File: src/pkg/flash_host_defs.vh
// constants of the parallel nor flash command host: register map, op codes,
// flash command bytes and strobe timing; assumes a 100 MHz pclk
`ifndef FLASH_HOST_DEFS_VH
`define FLASH_HOST_DEFS_VH

`define REG_CMD         12'h000
`define REG_ADDR        12'h004
`define REG_WDATA       12'h008
`define REG_CTRL        12'h00C
`define REG_RDATA       12'h010
`define REG_STATUS      12'h014

`define ST_BUSY         0
`define ST_DONE         1
`define ST_FAIL         2
`define ST_READY_PIN    3
`define ST_REFUSED      4
`define CTRL_HOLD_RESET 0

`define OP_RESET        4'h0
`define OP_READ         4'h1
`define OP_PROGRAM      4'h2
`define OP_CHIP_ERASE   4'h3
`define OP_SECT_ERASE   4'h4
`define OP_SUSPEND      4'h5
`define OP_RESUME       4'h6
`define OP_IDENT        4'h7
`define OP_QUERY        4'h8

`define SEL_UNLOCK1     2'h0
`define SEL_UNLOCK2     2'h1
`define SEL_TARGET      2'h2
`define SEL_QUERY       2'h3

`define ADDR_UNLOCK1    12'h555
`define ADDR_UNLOCK2    12'h2AA
`define ADDR_QUERY      8'hAA
`define DATA_UNLOCK1    8'hAA
`define DATA_UNLOCK2    8'h55
`define CMD_PROGRAM     8'hA0
`define CMD_ERASE_SETUP 8'h80
`define CMD_CHIP_ERASE  8'h10
`define CMD_SECT_ERASE  8'h30
`define CMD_RESUME      8'h30
`define CMD_SUSPEND     8'hB0
`define CMD_IDENT       8'h90
`define CMD_QUERY       8'h98
`define CMD_RESET       8'hF0

`define BIT_TOGGLE      6
`define BIT_TIMEOUT     5

`define CLK_MHZ         100
`define T_SETUP_NS      10
`define T_WRITE_NS      50
`define T_READ_NS       100
`define T_HOLD_NS       20

`endif

File: src/logic/flash_host.v
// apb-controlled host that issues command sequences to a byte-wide nor flash
// assumes a single pclk domain; flash inputs are synchronous to pclk
//
// Added by the designer: the placing of the registers and the APB slave port.
`timescale 1ns/1ps
`default_nettype none
`include "flash_host_defs.vh"

module flash_host #(
  parameter ADDR_W = 19
) (
  input  wire              pclk,
  input  wire              presetn,
  input  wire              psel,
  input  wire              penable,
  input  wire              pwrite,
  input  wire [11:0]       paddr,
  input  wire [31:0]       pwdata,
  output reg  [31:0]       prdata,
  output wire              pready,
  output reg               pslverr,
  output wire [ADDR_W-1:0] flash_addr,
  output wire [7:0]        flash_dq_out,
  output wire              flash_dq_oe,
  input  wire [7:0]        flash_dq_in,
  output wire              flash_ce_n,
  output wire              flash_oe_n,
  output wire              flash_we_n,
  output wire              flash_reset_n,
  input  wire              operation_done_n
);

  localparam [2:0] S_IDLE  = 3'h0;
  localparam [2:0] S_WRITE = 3'h1;
  localparam [2:0] S_WWAIT = 3'h2;
  localparam [2:0] S_READ  = 3'h3;
  localparam [2:0] S_RWAIT = 3'h4;
  localparam [2:0] S_POLL  = 3'h5;
  localparam [2:0] S_PWAIT = 3'h6;

  // number of command writes for each operation
  function [2:0] write_count;
    input [3:0] op;
    begin
      case (op)
        `OP_READ:       write_count = 3'd0;
        `OP_PROGRAM:    write_count = 3'd4;
        `OP_CHIP_ERASE: write_count = 3'd6;
        `OP_SECT_ERASE: write_count = 3'd6;
        `OP_IDENT:      write_count = 3'd3;
        default:        write_count = 3'd1;
      endcase
    end
  endfunction

  // address selector and data byte of write step 'step' of operation 'op'
  function [9:0] seq_word;
    input [3:0] op;
    input [2:0] step;
    begin
      case (step)
        3'd0:    seq_word = {`SEL_UNLOCK1, `DATA_UNLOCK1};
        3'd1:    seq_word = {`SEL_UNLOCK2, `DATA_UNLOCK2};
        3'd2:    seq_word = {`SEL_UNLOCK1, `CMD_ERASE_SETUP};
        3'd3:    seq_word = {`SEL_UNLOCK1, `DATA_UNLOCK1};
        3'd4:    seq_word = {`SEL_UNLOCK2, `DATA_UNLOCK2};
        default: seq_word = {`SEL_UNLOCK1, `CMD_CHIP_ERASE};
      endcase
      case (op)
        `OP_RESET:   seq_word = {`SEL_TARGET, `CMD_RESET};
        `OP_SUSPEND: seq_word = {`SEL_TARGET, `CMD_SUSPEND};
        `OP_RESUME:  seq_word = {`SEL_TARGET, `CMD_RESUME};
        `OP_QUERY:   seq_word = {`SEL_QUERY, `CMD_QUERY};
        `OP_IDENT: begin
          if (step == 3'd2)
            seq_word = {`SEL_UNLOCK1, `CMD_IDENT};
        end
        `OP_PROGRAM: begin
          if (step == 3'd2)
            seq_word = {`SEL_UNLOCK1, `CMD_PROGRAM};
          else if (step == 3'd3)
            seq_word = {`SEL_TARGET, 8'h00};
        end
        `OP_SECT_ERASE: begin
          if (step == 3'd5)
            seq_word = {`SEL_TARGET, `CMD_SECT_ERASE};
        end
        default: begin
        end
      endcase
    end
  endfunction

  reg [2:0]        state;
  reg [3:0]        op;
  reg [2:0]        step;
  reg [ADDR_W-1:0] target;
  reg [7:0]        wbyte;
  reg [7:0]        rbyte;
  reg              hold_reset;
  reg              done_flag;
  reg              fail_flag;
  reg              refused_flag;
  reg              have_prev;
  reg [7:0]        prev_byte;
  reg [31:0]       next_prdata;

  wire             cyc_done;
  wire [7:0]       cyc_rdata;
  wire [9:0]       word;
  reg  [ADDR_W-1:0] cyc_addr;
  reg  [7:0]       cyc_wdata;

  wire busy      = (state != S_IDLE);
  wire apb_write = psel & penable & pwrite;
  wire cmd_write = apb_write & (paddr == `REG_CMD);
  wire cyc_start = (state == S_WRITE) | (state == S_READ) | (state == S_POLL);
  wire wants_read = (op == `OP_READ) | (op == `OP_IDENT) | (op == `OP_QUERY);
  wire wants_poll = (op == `OP_PROGRAM) | (op == `OP_CHIP_ERASE) |
                    (op == `OP_SECT_ERASE) | (op == `OP_RESUME);

  assign word          = seq_word(op, step);
  assign pready        = 1'b1;
  assign flash_reset_n = ~hold_reset;

  // unlock addresses carry zeros above bit 11, the query address above bit 7; target commands use target
  always @* begin
    case (word[9:8])
      `SEL_UNLOCK1: cyc_addr = {{(ADDR_W-12){1'b0}}, `ADDR_UNLOCK1};
      `SEL_UNLOCK2: cyc_addr = {{(ADDR_W-12){1'b0}}, `ADDR_UNLOCK2};
      `SEL_QUERY:   cyc_addr = {{(ADDR_W-8){1'b0}}, `ADDR_QUERY};
      default:      cyc_addr = target;
    endcase
    cyc_wdata = word[7:0];
    if (op == `OP_PROGRAM && step == 3'd3)
      cyc_wdata = wbyte;
  end

  flash_bus_cycle #(
    .ADDR_W (ADDR_W)
  ) u_cycle (
    .pclk         (pclk),
    .presetn      (presetn),
    .start        (cyc_start),
    .write        (state == S_WRITE),
    .addr         (state == S_WRITE ? cyc_addr : target),
    .wdata        (cyc_wdata),
    .done         (cyc_done),
    .rdata        (cyc_rdata),
    .flash_addr   (flash_addr),
    .flash_dq_out (flash_dq_out),
    .flash_dq_oe  (flash_dq_oe),
    .flash_dq_in  (flash_dq_in),
    .flash_ce_n   (flash_ce_n),
    .flash_oe_n   (flash_oe_n),
    .flash_we_n   (flash_we_n)
  );

  always @(posedge pclk or negedge presetn) begin
    if (!presetn) begin
      state        <= S_IDLE;
      op           <= `OP_RESET;
      step         <= 3'd0;
      target       <= {ADDR_W{1'b0}};
      wbyte        <= 8'h00;
      rbyte        <= 8'h00;
      hold_reset   <= 1'b0;
      done_flag    <= 1'b0;
      fail_flag    <= 1'b0;
      refused_flag <= 1'b0;
      have_prev    <= 1'b0;
      prev_byte    <= 8'h00;
    end else begin
      if (apb_write && paddr == `REG_ADDR && !busy)
        target <= pwdata[ADDR_W-1:0];
      if (apb_write && paddr == `REG_WDATA && !busy)
        wbyte <= pwdata[7:0];
      if (apb_write && paddr == `REG_CTRL)
        hold_reset <= pwdata[`CTRL_HOLD_RESET];
      if (apb_write && paddr == `REG_STATUS && pwdata[`ST_REFUSED])
        refused_flag <= 1'b0;
      // a new order while a sequence or polling runs is refused
      if (cmd_write && (busy || hold_reset))
        refused_flag <= 1'b1;
      case (state)
        S_IDLE: begin
          if (cmd_write && !hold_reset) begin
            op        <= pwdata[3:0];
            step      <= 3'd0;
            done_flag <= 1'b0;
            fail_flag <= 1'b0;
            have_prev <= 1'b0;
            state     <= (pwdata[3:0] == `OP_READ) ? S_READ : S_WRITE;
          end
        end
        S_WRITE: state <= S_WWAIT;
        S_WWAIT: begin
          if (cyc_done) begin
            step <= step + 3'd1;
            if (step + 3'd1 != write_count(op))
              state <= S_WRITE;
            else if (wants_read)
              state <= S_READ;
            else if (wants_poll)
              state <= S_POLL;
            else begin
              done_flag <= 1'b1;
              state     <= S_IDLE;
            end
          end
        end
        S_READ: state <= S_RWAIT;
        S_RWAIT: begin
          if (cyc_done) begin
            rbyte     <= cyc_rdata;
            done_flag <= 1'b1;
            state     <= S_IDLE;
          end
        end
        S_POLL: state <= S_PWAIT;
        S_PWAIT: begin
          if (cyc_done) begin
            rbyte     <= cyc_rdata;
            prev_byte <= cyc_rdata;
            have_prev <= 1'b1;
            // toggle bit steady across two reads marks the end
            if (have_prev && prev_byte[`BIT_TOGGLE] == cyc_rdata[`BIT_TOGGLE]) begin
              done_flag <= 1'b1;
              state     <= S_IDLE;
            end else if (have_prev && cyc_rdata[`BIT_TIMEOUT]) begin
              fail_flag <= 1'b1;
              done_flag <= 1'b1;
              state     <= S_IDLE;
            end else begin
              state <= S_POLL;
            end
          end
        end
        default: state <= S_IDLE;
      endcase
    end
  end

  always @* begin
    next_prdata = 32'h0000_0000;
    pslverr     = 1'b0;
    case (paddr)
      `REG_CMD:    next_prdata = {28'h000_0000, op};
      `REG_ADDR:   next_prdata = {{(32-ADDR_W){1'b0}}, target};
      `REG_WDATA:  next_prdata = {24'h00_0000, wbyte};
      `REG_CTRL:   next_prdata = {31'h0000_0000, hold_reset};
      `REG_RDATA:  next_prdata = {24'h00_0000, rbyte};
      `REG_STATUS: next_prdata = {27'h000_0000, refused_flag, operation_done_n, fail_flag, done_flag, busy};
      default:     pslverr     = psel & penable;
    endcase
  end

  // read word captured in the setup cycle, stands through the access phase
  always @(posedge pclk or negedge presetn) begin
    if (!presetn)
      prdata <= 32'h0000_0000;
    else if (psel && !penable)
      prdata <= next_prdata;
  end

endmodule
`default_nettype wire

File: src/logic/flash_bus_cycle.v
// one asynchronous flash bus cycle, read or write, with strobe timing
// assumes the caller holds nothing: address and data are latched at start
`timescale 1ns/1ps
`default_nettype none
`include "flash_host_defs.vh"

module flash_bus_cycle #(
  parameter ADDR_W = 19
) (
  input  wire              pclk,
  input  wire              presetn,
  input  wire              start,
  input  wire              write,
  input  wire [ADDR_W-1:0] addr,
  input  wire [7:0]        wdata,
  output reg               done,
  output reg  [7:0]        rdata,
  output reg  [ADDR_W-1:0] flash_addr,
  output reg  [7:0]        flash_dq_out,
  output reg               flash_dq_oe,
  input  wire [7:0]        flash_dq_in,
  output reg               flash_ce_n,
  output reg               flash_oe_n,
  output reg               flash_we_n
);

  function [7:0] cycles_up;
    input integer ns;
    integer c;
    begin
      c = (ns * `CLK_MHZ + 999) / 1000;
      if (c < 1)
        c = 1;
      cycles_up = c[7:0];
    end
  endfunction

  localparam [7:0] N_SETUP = cycles_up(`T_SETUP_NS);
  localparam [7:0] N_WRITE = cycles_up(`T_WRITE_NS);
  localparam [7:0] N_READ  = cycles_up(`T_READ_NS);
  localparam [7:0] N_HOLD  = cycles_up(`T_HOLD_NS);

  localparam [1:0] P_IDLE   = 2'h0;
  localparam [1:0] P_SETUP  = 2'h1;
  localparam [1:0] P_STROBE = 2'h2;
  localparam [1:0] P_HOLD   = 2'h3;

  reg [1:0] phase;
  reg [7:0] count;
  reg       is_write;

  always @(posedge pclk or negedge presetn) begin
    if (!presetn) begin
      phase        <= P_IDLE;
      count        <= 8'h00;
      is_write     <= 1'b0;
      done         <= 1'b0;
      rdata        <= 8'h00;
      flash_addr   <= {ADDR_W{1'b0}};
      flash_dq_out <= 8'h00;
      flash_dq_oe  <= 1'b0;
      flash_ce_n   <= 1'b1;
      flash_oe_n   <= 1'b1;
      flash_we_n   <= 1'b1;
    end else begin
      done <= 1'b0;
      case (phase)
        P_IDLE: begin
          if (start) begin
            flash_addr   <= addr;
            flash_dq_out <= wdata;
            flash_dq_oe  <= write;
            is_write     <= write;
            flash_ce_n   <= 1'b0;
            count        <= N_SETUP;
            phase        <= P_SETUP;
          end
        end
        P_SETUP: begin
          if (count > 8'h01) begin
            count <= count - 8'h01;
          end else begin
            // write strobe falls on a write, output enable on a read, with address stable
            flash_we_n <= ~is_write;
            flash_oe_n <= is_write;
            count      <= is_write ? N_WRITE : N_READ;
            phase      <= P_STROBE;
          end
        end
        P_STROBE: begin
          if (count > 8'h01) begin
            count <= count - 8'h01;
          end else begin
            if (!is_write)
              rdata <= flash_dq_in;
            // data still driven while the strobe rises
            flash_we_n <= 1'b1;
            flash_oe_n <= 1'b1;
            count      <= N_HOLD;
            phase      <= P_HOLD;
          end
        end
        default: begin
          if (count > 8'h01) begin
            count <= count - 8'h01;
          end else begin
            flash_ce_n  <= 1'b1;
            flash_dq_oe <= 1'b0;
            done        <= 1'b1;
            phase       <= P_IDLE;
          end
        end
      endcase
    end
  end

endmodule
`default_nettype wire

File: config.mk
export PLATFORM = sky130hd
export DESIGN_NAME = flash_host
export DESIGN_NICKNAME = d
export VERILOG_FILES = /design/src/logic/flash_host.v /design/src/logic/flash_bus_cycle.v
export VERILOG_INCLUDE_DIRS = /design/src /design/src/pkg
export SDC_FILE = /design/constraint.sdc
export NUM_CORES = 1
export LEC_CHECK = 0
export BUFFER_PORTS_ARGS = -buffer_cell sky130_fd_sc_hd__buf_2
export CORE_UTILIZATION = 62
export CTS_BUF_LIST = sky130_fd_sc_hd__clkbuf_8
export DETAILED_ROUTE_END_ITERATION = 7
export GPL_TIMING_DRIVEN = 0
export PLACE_DENSITY = 0.88
export SLEW_MARGIN = 40
export SYNTH_ARGS = -nofsm -noshare
export SYNTH_HDL_FRONTEND = slang
export SYNTH_SLANG_ARGS = --single-unit
File: constraint.sdc
create_clock -name pclk -period 3.6 [get_ports pclk]
set_input_delay 1.08 -clock pclk [delete_from_list [all_inputs] [get_ports pclk]]
set_output_delay 1.08 -clock pclk [all_outputs]
set_load 0.005 [all_outputs]
Yosys cells after proc, flatten, opt, wreduce, memory -nomap -nowiden:

Cells that the tools add are included.
Widths: inputs -> output; s select.

* output and inout port bits: 66
* flip-flop bits (word level): 140
* word-level logic and storage cells: 204
* input bits: 58

* bitwise logic cells: 14
* mux-type cells: 67
* $lt $le $gt $ge: 1
* equality and inequality tests: 45
* add/sub/neg operators: 2
* reduce and logical (&&, ||, !) cells: 51

Operator list (number)
* $pmux 19 s6: 1
* $pmux 10 s7: 1
* $pmux 19 s3: 1
* $mux 10: 4
* $mux 8: 5
* $mux 3: 13
* $pmux 9 s3: 1
* $eq 12x4->1 const B: 2
* $eq 12x5->1 const B: 2
* $pmux 8 s3: 1
* $mux 1: 22
* $pmux 3 s7: 1
* $ne 2x2->1 const B: 10
* $mux 19: 1
* $eq 4x3->1 const B: 4
* $eq 3x3->1 const B: 5
* $reduce_and 3->1: 5
* $logic_and 1x1->1: 13
* $eq 12x3->1 const B: 1
* $eq 3x2->1 const B: 4
* $logic_not 12->1: 1
* $pmux 1 s2: 6
* $pmux 3 s4: 1
* $mux 2: 5
* other kinds (35): 70

Logic depth before layout (Yosys ltp):

Gate-level depths: netlist of the first run.

* depth after elaboration: 9
* depth in mapped cells: 10
* depth with buffers taken out: 8

Modules after synthesis:

A second synthesis of the first run with hierarchy kept.

* cells, all modules: 633
* area, all modules: 6677.7 um^2

Modules (own cells, without submodules)
* flash_host: area each 4316.6 um^2, sequential area each 1751.7 um^2, cells each 447, times used 1
* flash_bus_cycle: area each 2361.0 um^2, sequential area each 1280.0 um^2, cells each 186, times used 1

Worst setup path after synthesis of the first run:

Ideal clock, no wire load.

* kind: input-to-output
* from: input port paddr[4]
* to: output port pslverr
* path buffers: 2
* slack: 0.548 ns
* required time: 2.520 ns
* arrival time: 1.972 ns
* cell stages on the path: 5
* cells stage by stage: clkbuf_1 > clkbuf_1 > nand2_1 > nand2_1 > and3_1

* word-level cells in the longest chain between the ends: 3
* elaborated cells between the ends (all ways): 8
* those cells by class: eq/ne (5); mux (1); reduce/logical (2)

RTL lines
* start, declared: line flash_host.v:17 `input wire [11:0] paddr,`
* $eq 12x3->1, or another cell as far along: line flash_host.v:247 `case (paddr)`
* $reduce_or 6->1 (no line) (*)
* $mux 1 (*): line flash_host.v:247
* end, declared: line flash_host.v:21 `output reg pslverr,`

Mark *: on every way between the ends. The rest lies on a longest branch, timed or not.

Worst setup path after layout of the first run:

* from: input port paddr[7]
* to: output port pslverr

Same word-level chain as after synthesis.

==> key figures, run 1 <==
Setup path
  – Setup crit end kind: output pin
  – Crit path launch type: input port
  – Critical path peak fanout: 5
  – Critical path, cell by cell: buf_2 -> nor4_2 -> and3_1 -> nand2_1 -> and3_1 -> buf_2
  – CP Class: in -> out
  – Worst EP arrival: 2350 ps
  – Slowest cell on crit path: and3_1
  – Max incr delay on CP: 330 ps
  – Worst EP required: 2520 ps

Flow run
  – Max Cap Violations: 0

Placement
  – DP Worst Slack: 146 ps
  – Area after DPL: 0.00700 mm²
  – I/O Buffers: 94
  – Post-DP HPWL: 12200 µm
  – RePlAce Congestion: 0.951

Power
  – Peak VDD IR: 0.277 mV
  – Pleak: 3.68 nW
  – Total power: 0.00261 W
  – Pwr dens: 354 mW/mm²

Clock tree
  – Worst-path clk slew: 80 ps
  – CTS buffer count: 17
  – Clock Sink Count: 121
  – Root buffer cell: clkbuf_8
  – Clk_lat worst skew: 450 ps
  – Cts hold-fix bufs: 0
  – H-tree Lvls: 4
  – Setup bufs post-CTS: 0
  – CTS tree: built
  – Clock tree buffer depth: 2

GRT
  – Pin count of the biggest net entering global routing: 65
  – GRT overflow: 0
  – First-pass GRT wire length: 27200 µm
  – GRT Util Overall: 34.4%
  – Vias in the first global route: 5447
  – Initial antenna violation count: 0

Timing
  – Setup TNS: 0 ps
  – Tmin final: 3430 ps
  – Max-slew headroom: 40.7%
  – Final Hold Slack: 474 ps
  – Worst Skew: 13.6 ps
  – Slack of the critical path: 170 ps
  – Measured slew at the worst slew-check pin: 884 ps
  – RSZ-0062 raised after global routing: false
  – F_max: 292 MHz
  – Setup violators final: 0
  – Final period utilization: 95.3%
  – Final hold vios: 0
  – Slew Viols, Final: 0

Routing
  – Remaining DRCs: 0
  – Routed met1 length: 6710 µm
  – Drt pass-1 iters: 5
  – Post-route ant nets: 0
  – Initial DRC Count: 428
  – Wire length per cell: 18.7 µm
  – Max Used Layer: met4
  – Via-per-instance ratio: 6.20
  – DR WL met3: 1470 µm
  – Routed WL: 17200 µm
  – Met2 wire len: 8650 µm
  – Via Count: 5712

Synthesis
  – Number of synthesized flops with an enable pin: 0
  – Synth area leader: dfrtp_1
  – Synth warnings: 0
  – Yosys reg bits: 121
  – Avg Cell Area, Syn: 9.67 µm²
  – Yosys cell types: 62
  – FFs w/ async S/R, synth: 100%
  – Register area share after synthesis: 48.3%
  – Synth Flop Type: dfrtp_1
  – Area contributors post-synth: dfrtp_1 47%, mux2_2 7.5%, nand2_1 5.1%, o21ai_0 4.5%, a21oi_1 3.3%
  – Cells after Synth: 649
  – Yosys top cell area share: 47.1%
  – Mapped Area: 0.00627 mm²

Floorplanning
  – Die X: 103 µm
  – IO Count: 124
  – Die area: 0.0105 mm²
  – Placement row count: 36
  – Core box area: 0.00977 mm²
  – Initial Util: 64.2%
  – Die Ht: 103 µm

Final layout
  – Fillers: 664
  – Antenna Cells: 0
  – Area growth from synthesis to layout: 17.5%
  – Fin nets: 845
  – Post-route cell area: 0.00737 mm²
  – Share of cells above drive strength 1: 26.3%

Hold path
  – Hold Path Class: reg -> reg

Status
  – Run status: complete, no violations
## state kept, by name, indices dropped and copies added (netlist names), 2 cells and up
signal	flops
wbyte	8
u_cycle.flash_dq_out	8
state	3
step	3
u_cycle.rdata	8
target	19
op	4
rbyte	8
u_cycle.flash_addr	19
prdata	19
u_cycle.phase	2
u_cycle.count	8
## critical path: cells and delay by family
family	cells	cell delay, ps
buf+inv	2	220
simple gates	4	1050
## cell type report
class	count	area [µm²]	area share (%)
multi-input combinational	473	2980	40.5
tap	133	166	2.26
buffer	51	256	3.48
inverter	16	60.1	0.815
clock buffer	17	234	3.17
timing repair buffer	95	508	6.89
clock inverter	15	133	1.80
sequential	121	3030	41.1
## cells in the mapped netlist, types with 4 or more instances
cell type / n
nand2_1: 85
nor2b_1: 10
a221oi_1: 4
ha_1: 12
nand2b_1: 7
and2_1: 6
dfrtp_1: 118
and3_1: 4
nor2_1: 53
mux2i_1: 5
o31ai_1: 8
a21o_1: 5
o21ai_0: 56
inv_1: 16
nor3_1: 20
or2_2: 5
a22o_1: 13
nand3_1: 12
a22oi_1: 6
a21oi_1: 41
nor4_1: 5
buf_4: 14
nor3b_1: 5
buf_2: 4
mux2_2: 42
clkbuf_1: 30
## repair_timing
item                       4_1_cts  5_1_grt
setup endpoints to repair        0        1
resized for setup                0        1
hold endpoints to repair         0        0
## per-stage QoR
step	utilization, %	std cells
2_1_floorplan	-	661
3_3_place_gp	71.2	888
3_5_place_dp	71.6	889
4_1_cts	75.4	921
5_1_grt	75.4	921
6_report	75.4	921
## worst paths after layout
path	startpoint	endpoint	slack, ps	cells after the start
setup / recovery	paddr[7]	pslverr	170	6
hold / removal	u_cycle.rdata[4]	rbyte[4]	470	2
setup reg to reg	step[2]	u_cycle.flash_addr[10]	500	10
hold reg to reg	u_cycle.rdata[4]	rbyte[4]	470	2
max in group asynchronous	presetn	u_cycle.flash_addr[15]	2380	2
min in group asynchronous	presetn	u_cycle.flash_dq_out[4]	570	1
## routing by layer
| layer | vias to the layer above | global-route usage [%] |
|---|---|---|
| met1 | 2781 | 44.0 |
| met4 | 0 | 12.2 |
| met5 | - | 0 |
| met3 | 53 | 9.29 |
| li1 | 2540 | - |
| met2 | 338 | 56.7 |
## cells by family after synthesis
family | count (synthesis) | share of synthesized area, %
DFF | 121 | 48.3
muxes | 50 | 9.41
and+or+nand+nor | 228 | 17.4
buffers and inverters | 67 | 5.04
adders and majority gates | 12 | 2.39
other | 2 | 0.120
xor gates and xnor gates | 4 | 0.558
AOI/OAI and AO/OA | 165 | 16.8
## power by group
group	switching [W]	internal [W]	total, W	leakage (nW)
clock	0.000647	0.000502	0.00115	0.184
sequential	0.0000000693	0.00136	0.00136	1.64
combinational	0.0000654	0.0000406	0.000106	1.85
## layout by cell type (no fill, tap or decap), drive strengths merged, types with 4 or more instances in the layout
cell type and count:
nor2 54, inv 24, nand3 12, conb 14, nor2b 10, a221oi 4
a21o 5, a22o 13, nor3 20, mux2 42, a21oi 41, or2 5
ha 12, mux2i 5, nor3b 6, o21ai 57, and2 6, nand2b 7
and3 4, nand2 85, nor4 5, clkbuf 47, a22oi 6, clkinv 5
buf 116, dfrtp 118, o31ai 8
Note: power is estimated with default switching activity, not from simulation.
==> run 2, diff against run 1 <==
--- a/config.mk
+++ b/config.mk
@@ -6,10 +6,12 @@
 export SDC_FILE = /design/constraint.sdc
 export NUM_CORES = 1
 export LEC_CHECK = 0
+export ABC_AREA = 1
 export BUFFER_PORTS_ARGS = -buffer_cell sky130_fd_sc_hd__buf_2
 export CORE_UTILIZATION = 62
 export CTS_BUF_LIST = sky130_fd_sc_hd__clkbuf_8
 export DETAILED_ROUTE_END_ITERATION = 7
+export GPL_ROUTABILITY_DRIVEN = 0
 export GPL_TIMING_DRIVEN = 0
 export PLACE_DENSITY = 0.88
 export SLEW_MARGIN = 40
==> run 2 against run 1 <==
Maximum frequency rose by 0.83%. Synthesized cell count up 27%. Routed wire length fell by 10%. First-iteration DRC count fell by 4.0%. Worst hold slack better by 5.3 ps. Global-route usage down 3.3 points. Area after synthesis grew 1.2%. Via count is 2.1% higher. Largest power group unchanged. Highest routed layer unchanged.
==> key figures, run 2 <==
Routing
  – Routed WL: 15500 µm (was 17200 µm)
  – Initial DRC Count: 411 (was 428)
  – Wire length per cell: 14.1 µm (was 18.7 µm)
  – Post-route ant nets: 0 (unchanged)
  – Drt pass-1 iters: 5 (unchanged)
  – Via-per-instance ratio: 5.30 (was 6.20)
  – Via Count: 5833 (was 5712)
  – Remaining DRCs: 0 (unchanged)

Floorplanning
  – Die X: 103 µm (about the same)
  – Die Ht: 103 µm (about the same)
  – Initial Util: 64.4% (was 64.2%)
  – Core box area: 0.00986 mm² (was 0.00977 mm²)
  – Placement row count: 36 (unchanged)
  – IO Count: 124 (unchanged)
  – Die area: 0.0107 mm² (was 0.0105 mm²)

Setup path
  – Worst flop-to-flop path endpoint: u_cycle.flash_addr[10] (unchanged)
  – Setup crit end kind: output pin (unchanged)
  – Worst R2R Path Depth: 11 (was 10)
  – Reg2Reg Setup Slack: 1490 ps (was 500 ps)
  – CP Class: in -> out (unchanged)
  – Worst EP arrival: 2320 ps (was 2350 ps)
  – Crit path launch type: input port (unchanged)
  – Worst EP required: 2520 ps (about the same)
  – Critical path peak fanout: 4 (was 5)
  – FF-to-FF Start: step[0] (was step[2])

Hold path
  – Worst hold start: prdata[4] (was u_cycle.rdata[4])
  – Hold endpoint: prdata[4] (was rbyte[4])
  – Hold Path Class: reg -> reg (unchanged)
  – Hold depth: 2 (unchanged)

Clock tree
  – Clock tree buffer depth: 2 (unchanged)
  – Root buffer cell: clkbuf_8 (unchanged)
  – Cts hold-fix bufs: 0 (unchanged)
  – Clk_lat worst skew: 440 ps (was 450 ps)
  – CTS buffer count: 17 (unchanged)
  – Worst-path clk slew: 70 ps (was 80 ps)
  – Setup bufs post-CTS: 0 (unchanged)
  – CTS tree: built (unchanged)
  – Post-CTS sizing: 0 (unchanged)
  – H-tree Lvls: 4 (unchanged)
  – Clock Sink Count: 121 (unchanged)

Final layout
  – Most common cell after layout, fill and taps aside: nand2_1 (was dfrtp_1)
  – Share of cells above drive strength 1: 19.2% (was 26.3%)
  – Post-route cell area: 0.00747 mm² (was 0.00737 mm²)
  – Most frequent cells in the layout: 243 x nand2_1, 118 x dfrtp_1, 102 x buf_2 (was 118 x dfrtp_1, 97 x buf_2, 85 x nand2_1)
  – Largest regs: prdata x19, target x19, u_cycle.flash_addr x19 (unchanged)
  – Area growth from synthesis to layout: 17.5% (about the same)
  – Antenna Cells: 0 (unchanged)
  – Fin nets: 1024 (was 845)

Synthesis
  – Avg Cell Area, Syn: 7.69 µm² (was 9.67 µm²)
  – Yosys top cell area share: 46.5% (was 47.1%)
  – Area contributors post-synth: dfrtp_1 46%, nand2_1 14%, inv_1 5.7%, o21ai_0 5.6%, nor2_1 4.7% (was dfrtp_1 47%, mux2_2 7.5%, nand2_1 5.1%, o21ai_0 4.5%, a21oi_1 3.3%)
  – Synth cell count leaders: 243 x nand2_1, 118 x dfrtp_1, 97 x inv_1, 80 x nor2_1, 71 x o21ai_0 (was 118 x dfrtp_1, 85 x nand2_1, 56 x o21ai_0, 53 x nor2_1, 42 x mux2_2)
  – Synth warnings: 0 (unchanged)
  – Register area share after synthesis: 47.7% (was 48.3%)
  – FFs w/ async S/R, synth: 100% (unchanged)
  – Number of synthesized flops with an enable pin: 0 (unchanged)
  – Yosys reg bits: 121 (unchanged)
  – Synth area leader: dfrtp_1 (unchanged)
  – Cells after Synth: 826 (was 649)
  – Yosys cell types: 43 (was 62)
  – Mapped Area: 0.00635 mm² (was 0.00627 mm²)
  – Most numerous cell in the Yosys netlist: nand2_1 (was dfrtp_1)
  – Synth Flop Type: dfrtp_1 (unchanged)

Power
  – NetSw: 0.00175 W (was 0.000713 W)
  – Pleak: 4.11 nW (was 3.68 nW)
  – Logic gate share of total power: 33.2% (was 4.1%)
  – Net Sw Frac: 38.5% (was 27.3%)
  – Pwr dens: 608 mW/mm² (was 354 mW/mm²)
  – Total power: 0.00454 W (was 0.00261 W)
  – Clock power share: 26.3% (was 44.0%)
  – Peak VDD IR: 0.409 mV (was 0.277 mV)
  – Internal: 0.00279 W (was 0.00190 W)
  – Reg power frac: 40.5% (was 52.0%)

Timing
  – Measured slew at the worst slew-check pin: 631 ps (was 884 ps)
  – Tmin final: 3400 ps (was 3430 ps)
  – Slew Viols, Final: 0 (unchanged)
  – Slack of the critical path: 198 ps (was 170 ps)
  – Setup violators final: 0 (unchanged)
  – Final hold vios: 0 (unchanged)
  – Worst Skew: 14.3 ps (was 13.6 ps)
  – F_max: 294 MHz (was 292 MHz)
  – Max-slew headroom: 57.6% (was 40.7%)
  – RSZ-0062 raised after global routing: false (unchanged)
  – Final period utilization: 94.5% (was 95.3%)
  – Setup TNS: 0 ps (unchanged)

Status
  – Run status: complete, no violations (unchanged)

GRT
  – Met1 Use GR: 43.1% (was 44.0%)
  – GR peak layer: met2 (unchanged)
  – GRT Util Overall: 31.1% (was 34.4%)
  – Met3 usage: 5.51% (was 9.29%)
  – First-pass GRT wire length: 25100 µm (was 27200 µm)
  – Pin count of the biggest net entering global routing: 65 (unchanged)
  – Vias in the first global route: 5251 (was 5447)
  – Initial antenna violation count: 0 (unchanged)
  – GRT overflow: 0 (unchanged)
  – Met2 Usage GRT: 50.2% (was 56.7%)

Placement
  – Area after DPL: 0.00708 mm² (was 0.00700 mm²)
  – Post-DP HPWL: 11300 µm (was 12200 µm)
  – I/O Buffers: 96 (was 94)
  – DP Worst Slack: 257 ps (was 146 ps)

Flow run
  – Max Cap Violations: 0 (unchanged)
[run 2: final cells by class]
cell class | count | area (µm²)
well taps | 133 | 166
flip-flops and latches | 121 | 3030
plain buffers | 32 | 196
repair buffers | 97 | 518
multi-input cells | 581 | 2780
fillers | 738 | 2400
inverters | 104 | 390
clock buffers | 17 | 234
clock inverters | 15 | 150
[run 2: worst max-delay path by stage]
stage | from | to | slack [ps] | cells past startpoint
3_5_place_dp | paddr[1] | pslverr | 260 | 7
4_1_cts | paddr[1] | pslverr | 250 | 7
3_3_place_gp | presetn | state[2] | 30 | 1
6_report | paddr[1] | pslverr | 200 | 7
2_1_floorplan | paddr[8] | pslverr | 640 | 7
5_1_grt | paddr[1] | pslverr | 90 | 7
[run 2: layer usage]
layer / vias to the layer above / routed length [µm] / share of wire [%]
li1: 2890 / - / -
met1: 2628 / 6670 / 43
met2: 288 / 7360 / 47
met3: 27 / 1170 / 7.6
met4: 0 / 293 / 1.9
met5: - / 0 / 0
[run 2: metrics by stage]
| stage | instances | util (%) | hold slack [ps] |
|---|---|---|---|
| after detailed placement | 1068 | 71.8 | 456 |
| final | 1100 | 75.7 | 479 |
| after CTS | 1100 | 75.7 | 476 |
| after global placement | 1067 | 71.4 | 452 |
| after floorplan | 838 | - | 442 |
| after global routing | 1100 | 75.7 | 492 |
[run 2: power groups by stage]
stage	clock [W]	combinational, W	sequential [W]
2_1_floorplan	0	0.00101	0.00184
3_3_place_gp	0	0.00141	0.00185
3_5_place_dp	0	0.00147	0.00186
4_1_cts	0.00119	0.00150	0.00184
5_1_grt	0.00127	0.00173	0.00188
6_report	0.00119	0.00151	0.00184
[run 2: logic make-up (layout without fill, tap and decap cells)]
family	count (synthesis)	in the layout	synth area share [%]
flip-flops	121	121	47.7
other	2	14	0.118
AND/OR/NAND/NOR	417	417	28.3
adder cells (fa/ha/maj)	12	12	2.36
buffers and inverters	136	265	9.24
AO/OA/AOI/OAI	134	134	11.7
XOR/XNOR	3	3	0.414
multiplexers	1	1	0.177
[run 2: worst max-delay path: stages]
cell and delay [ps]:
buf_2 100, nor2_1 240, inv_1 160, nor3_1 320
o221a_2 270, nor2_1 40, buf_2 120
==> run 3, diff against run 2 <==
--- a/config.mk
+++ b/config.mk
@@ -8,8 +8,9 @@
 export LEC_CHECK = 0
 export ABC_AREA = 1
 export BUFFER_PORTS_ARGS = -buffer_cell sky130_fd_sc_hd__buf_2
+export CORE_ASPECT_RATIO = 0.5
 export CORE_UTILIZATION = 62
-export CTS_BUF_LIST = sky130_fd_sc_hd__clkbuf_8
+export CTS_BUF_LIST = sky130_fd_sc_hd__clkbuf_4
 export DETAILED_ROUTE_END_ITERATION = 7
 export GPL_ROUTABILITY_DRIVEN = 0
 export GPL_TIMING_DRIVEN = 0
==> run 3 against run 2 <==
Flip-flop and latch count stayed put. Sequential power hardly changed. Clock skew is 5.0 ps higher. Final cell count is 0.18% higher. Via count is 0.93% higher. Setup slack better by 120 ps. Power is 3.4% lower. Global-route usage is 0.71 points lower. Critical path depth is 2 higher. Worst hold slack worse by 7.1 ps. Critical endpoint unchanged. Largest power group unchanged. Highest routed layer unchanged.
==> key figures, run 3 (synthesis gave the netlist of run 2 again) <==
Flow run
  – Max Cap Violations: 0 (unchanged)

Clock tree
  – Root buffer cell: clkbuf_4 (was clkbuf_8)
  – Clock Sink Count: 121 (unchanged)
  – Post-CTS sizing: 0 (unchanged)
  – H-tree Lvls: 4 (unchanged)
  – Worst-path clk slew: 130 ps (was 70 ps)
  – Clock tree buffer depth: 2 (unchanged)
  – Clk_lat worst skew: 550 ps (was 440 ps)
  – Cts hold-fix bufs: 0 (unchanged)
  – CTS buffer count: 17 (unchanged)
  – Setup bufs post-CTS: 0 (unchanged)
  – CTS tree: built (unchanged)

Final layout
  – Fillers: 717 (was 738)
  – Post-Layout Cell Count: 1102 (was 1100)
  – Largest regs: prdata x19, target x19, u_cycle.flash_addr x19 (unchanged)
  – Most frequent cells in the layout: 243 x nand2_1, 118 x dfrtp_1, 102 x buf_2 (unchanged)
  – Fin nets: 1024 (unchanged)
  – Share of cells above drive strength 1: 19.2% (unchanged)
  – Seq. cell area: 0.00303 mm² (unchanged)
  – Post-route cell area: 0.00739 mm² (was 0.00747 mm²)
  – Area growth from synthesis to layout: 16.4% (was 17.5%)
  – Antenna Cells: 0 (unchanged)
  – Most common cell after layout, fill and taps aside: nand2_1 (unchanged)
  – Multi-input gate area in the final layout: 0.00278 mm² (unchanged)

Routing
  – Wire length per cell: 14.0 µm (was 14.1 µm)
  – Post-route ant nets: 0 (unchanged)
  – Drt pass-1 iters: 6 (was 5)
  – Via-per-instance ratio: 5.34 (was 5.30)
  – Initial DRC Count: 389 (was 411)
  – Remaining DRCs: 0 (unchanged)
  – Routed WL: 15400 µm (was 15500 µm)
  – Via Count: 5887 (was 5833)

Floorplanning
  – Core box area: 0.00970 mm² (was 0.00986 mm²)
  – IO Count: 124 (unchanged)
  – Initial Util: 65.5% (was 64.4%)
  – Placement row count: 25 (was 36)
  – Die Ht: 73.6 µm (was 103 µm)
  – Die area: 0.0107 mm² (about the same)
  – Die X: 145 µm (was 103 µm)

Power
  – Pwr dens: 593 mW/mm² (was 608 mW/mm²)
  – Pleak: 4.08 nW (was 4.11 nW)
  – Total power: 0.00439 W (was 0.00454 W)
  – Peak VDD IR: 0.580 mV (was 0.409 mV)

Timing
  – Final hold vios: 0 (unchanged)
  – Setup violators final: 0 (unchanged)
  – F_max: 305 MHz (was 294 MHz)
  – Final period utilization: 91.2% (was 94.5%)
  – RSZ-0062 raised after global routing: false (unchanged)
  – Slew Viols, Final: 0 (unchanged)
  – Setup TNS: 0 ps (unchanged)
  – Tmin final: 3280 ps (was 3400 ps)
  – Measured slew at the worst slew-check pin: 702 ps (was 631 ps)
  – Max-slew headroom: 52.8% (was 57.6%)
  – Worst Skew: 19.3 ps (was 14.3 ps)

Setup path
  – CP Class: in -> out (unchanged)
  – Worst EP required: 2520 ps (about the same)
  – Crit path launch type: input port (unchanged)
  – Setup crit end kind: output pin (unchanged)
  – Critical path peak fanout: 5 (was 4)
  – Worst EP arrival: 2200 ps (was 2320 ps)

GRT
  – Initial antenna violation count: 0 (unchanged)
  – GRT overflow: 0 (unchanged)
  – Pin count of the biggest net entering global routing: 68 (was 65)
  – Vias in the first global route: 5177 (was 5251)
  – GRT Util Overall: 30.4% (was 31.1%)
  – First-pass GRT wire length: 24900 µm (was 25100 µm)

Status
  – Run status: complete, no violations (unchanged)

Placement
  – I/O Buffers: 96 (unchanged)
  – Inst Count DP: 1070 (was 1068)
  – Area after DPL: 0.00708 mm² (about the same)
  – Post-DP HPWL: 11500 µm (was 11300 µm)

Hold path
  – Hold Path Class: in -> async (was reg -> reg)
==> run 3: per-layer routing <==
metal  track usage (%)  share of wire (%)  vias to the layer above
met4              10.4                1.5                        0
met5                 0                  0                        -
met3              5.53                7.8                       23
met1              41.4                 45                     2749
li1                  -                  -                     2874
met2              50.3                 46                      241
==> run 3: cell type report <==
type | count | area share (%)
Buffer | 32 | 2.66
Clock buffer | 17 | 1.73
Clock inverter | 15 | 2.44
Inverter | 104 | 5.28
Multi-Input combinational cell | 581 | 37.6
Sequential cell | 121 | 41.0
Tap cell | 135 | 2.29
Timing Repair Buffer | 97 | 7.01
==> run 3: metrics by stage <==
step	setup slack, ps	hold slack (ps)	util, %
finish	318	472	76.2
global route	196	477	76.2
global placement	-12.1	449	72.7
floorplan	639	442	-
detailed placement	318	454	73.1
CTS	314	473	76.2
==> run 3: power breakdown <==
part           switching (W)  internal [W]
combinational       0.000926      0.000567
clock               0.000610      0.000441
sequential          0.000187       0.00165
==> run 3: worst paths after layout <==
kind	slack (ps)	start	end	depth (start not counted)
min in group pclk	490	target[12]	u_cycle.flash_addr[12]	2
max	320	paddr[8]	pslverr	9
max in group asynchronous	2420	presetn	u_cycle.flash_ce_n	2
max reg2reg	1500	step[0]	u_cycle.flash_addr[8]	12
min reg2reg	490	target[12]	u_cycle.flash_addr[12]	2
min	470	presetn	u_cycle.flash_addr[10]	1
==> run 3: worst max-delay path, stage by stage <==
cell	delay, ps
buf_2	90
inv_1	40
nand2_1	50
nor2_2	190
inv_2	100
nor3_1	260
o221a_2	240
nor2_1	30
buf_2	110
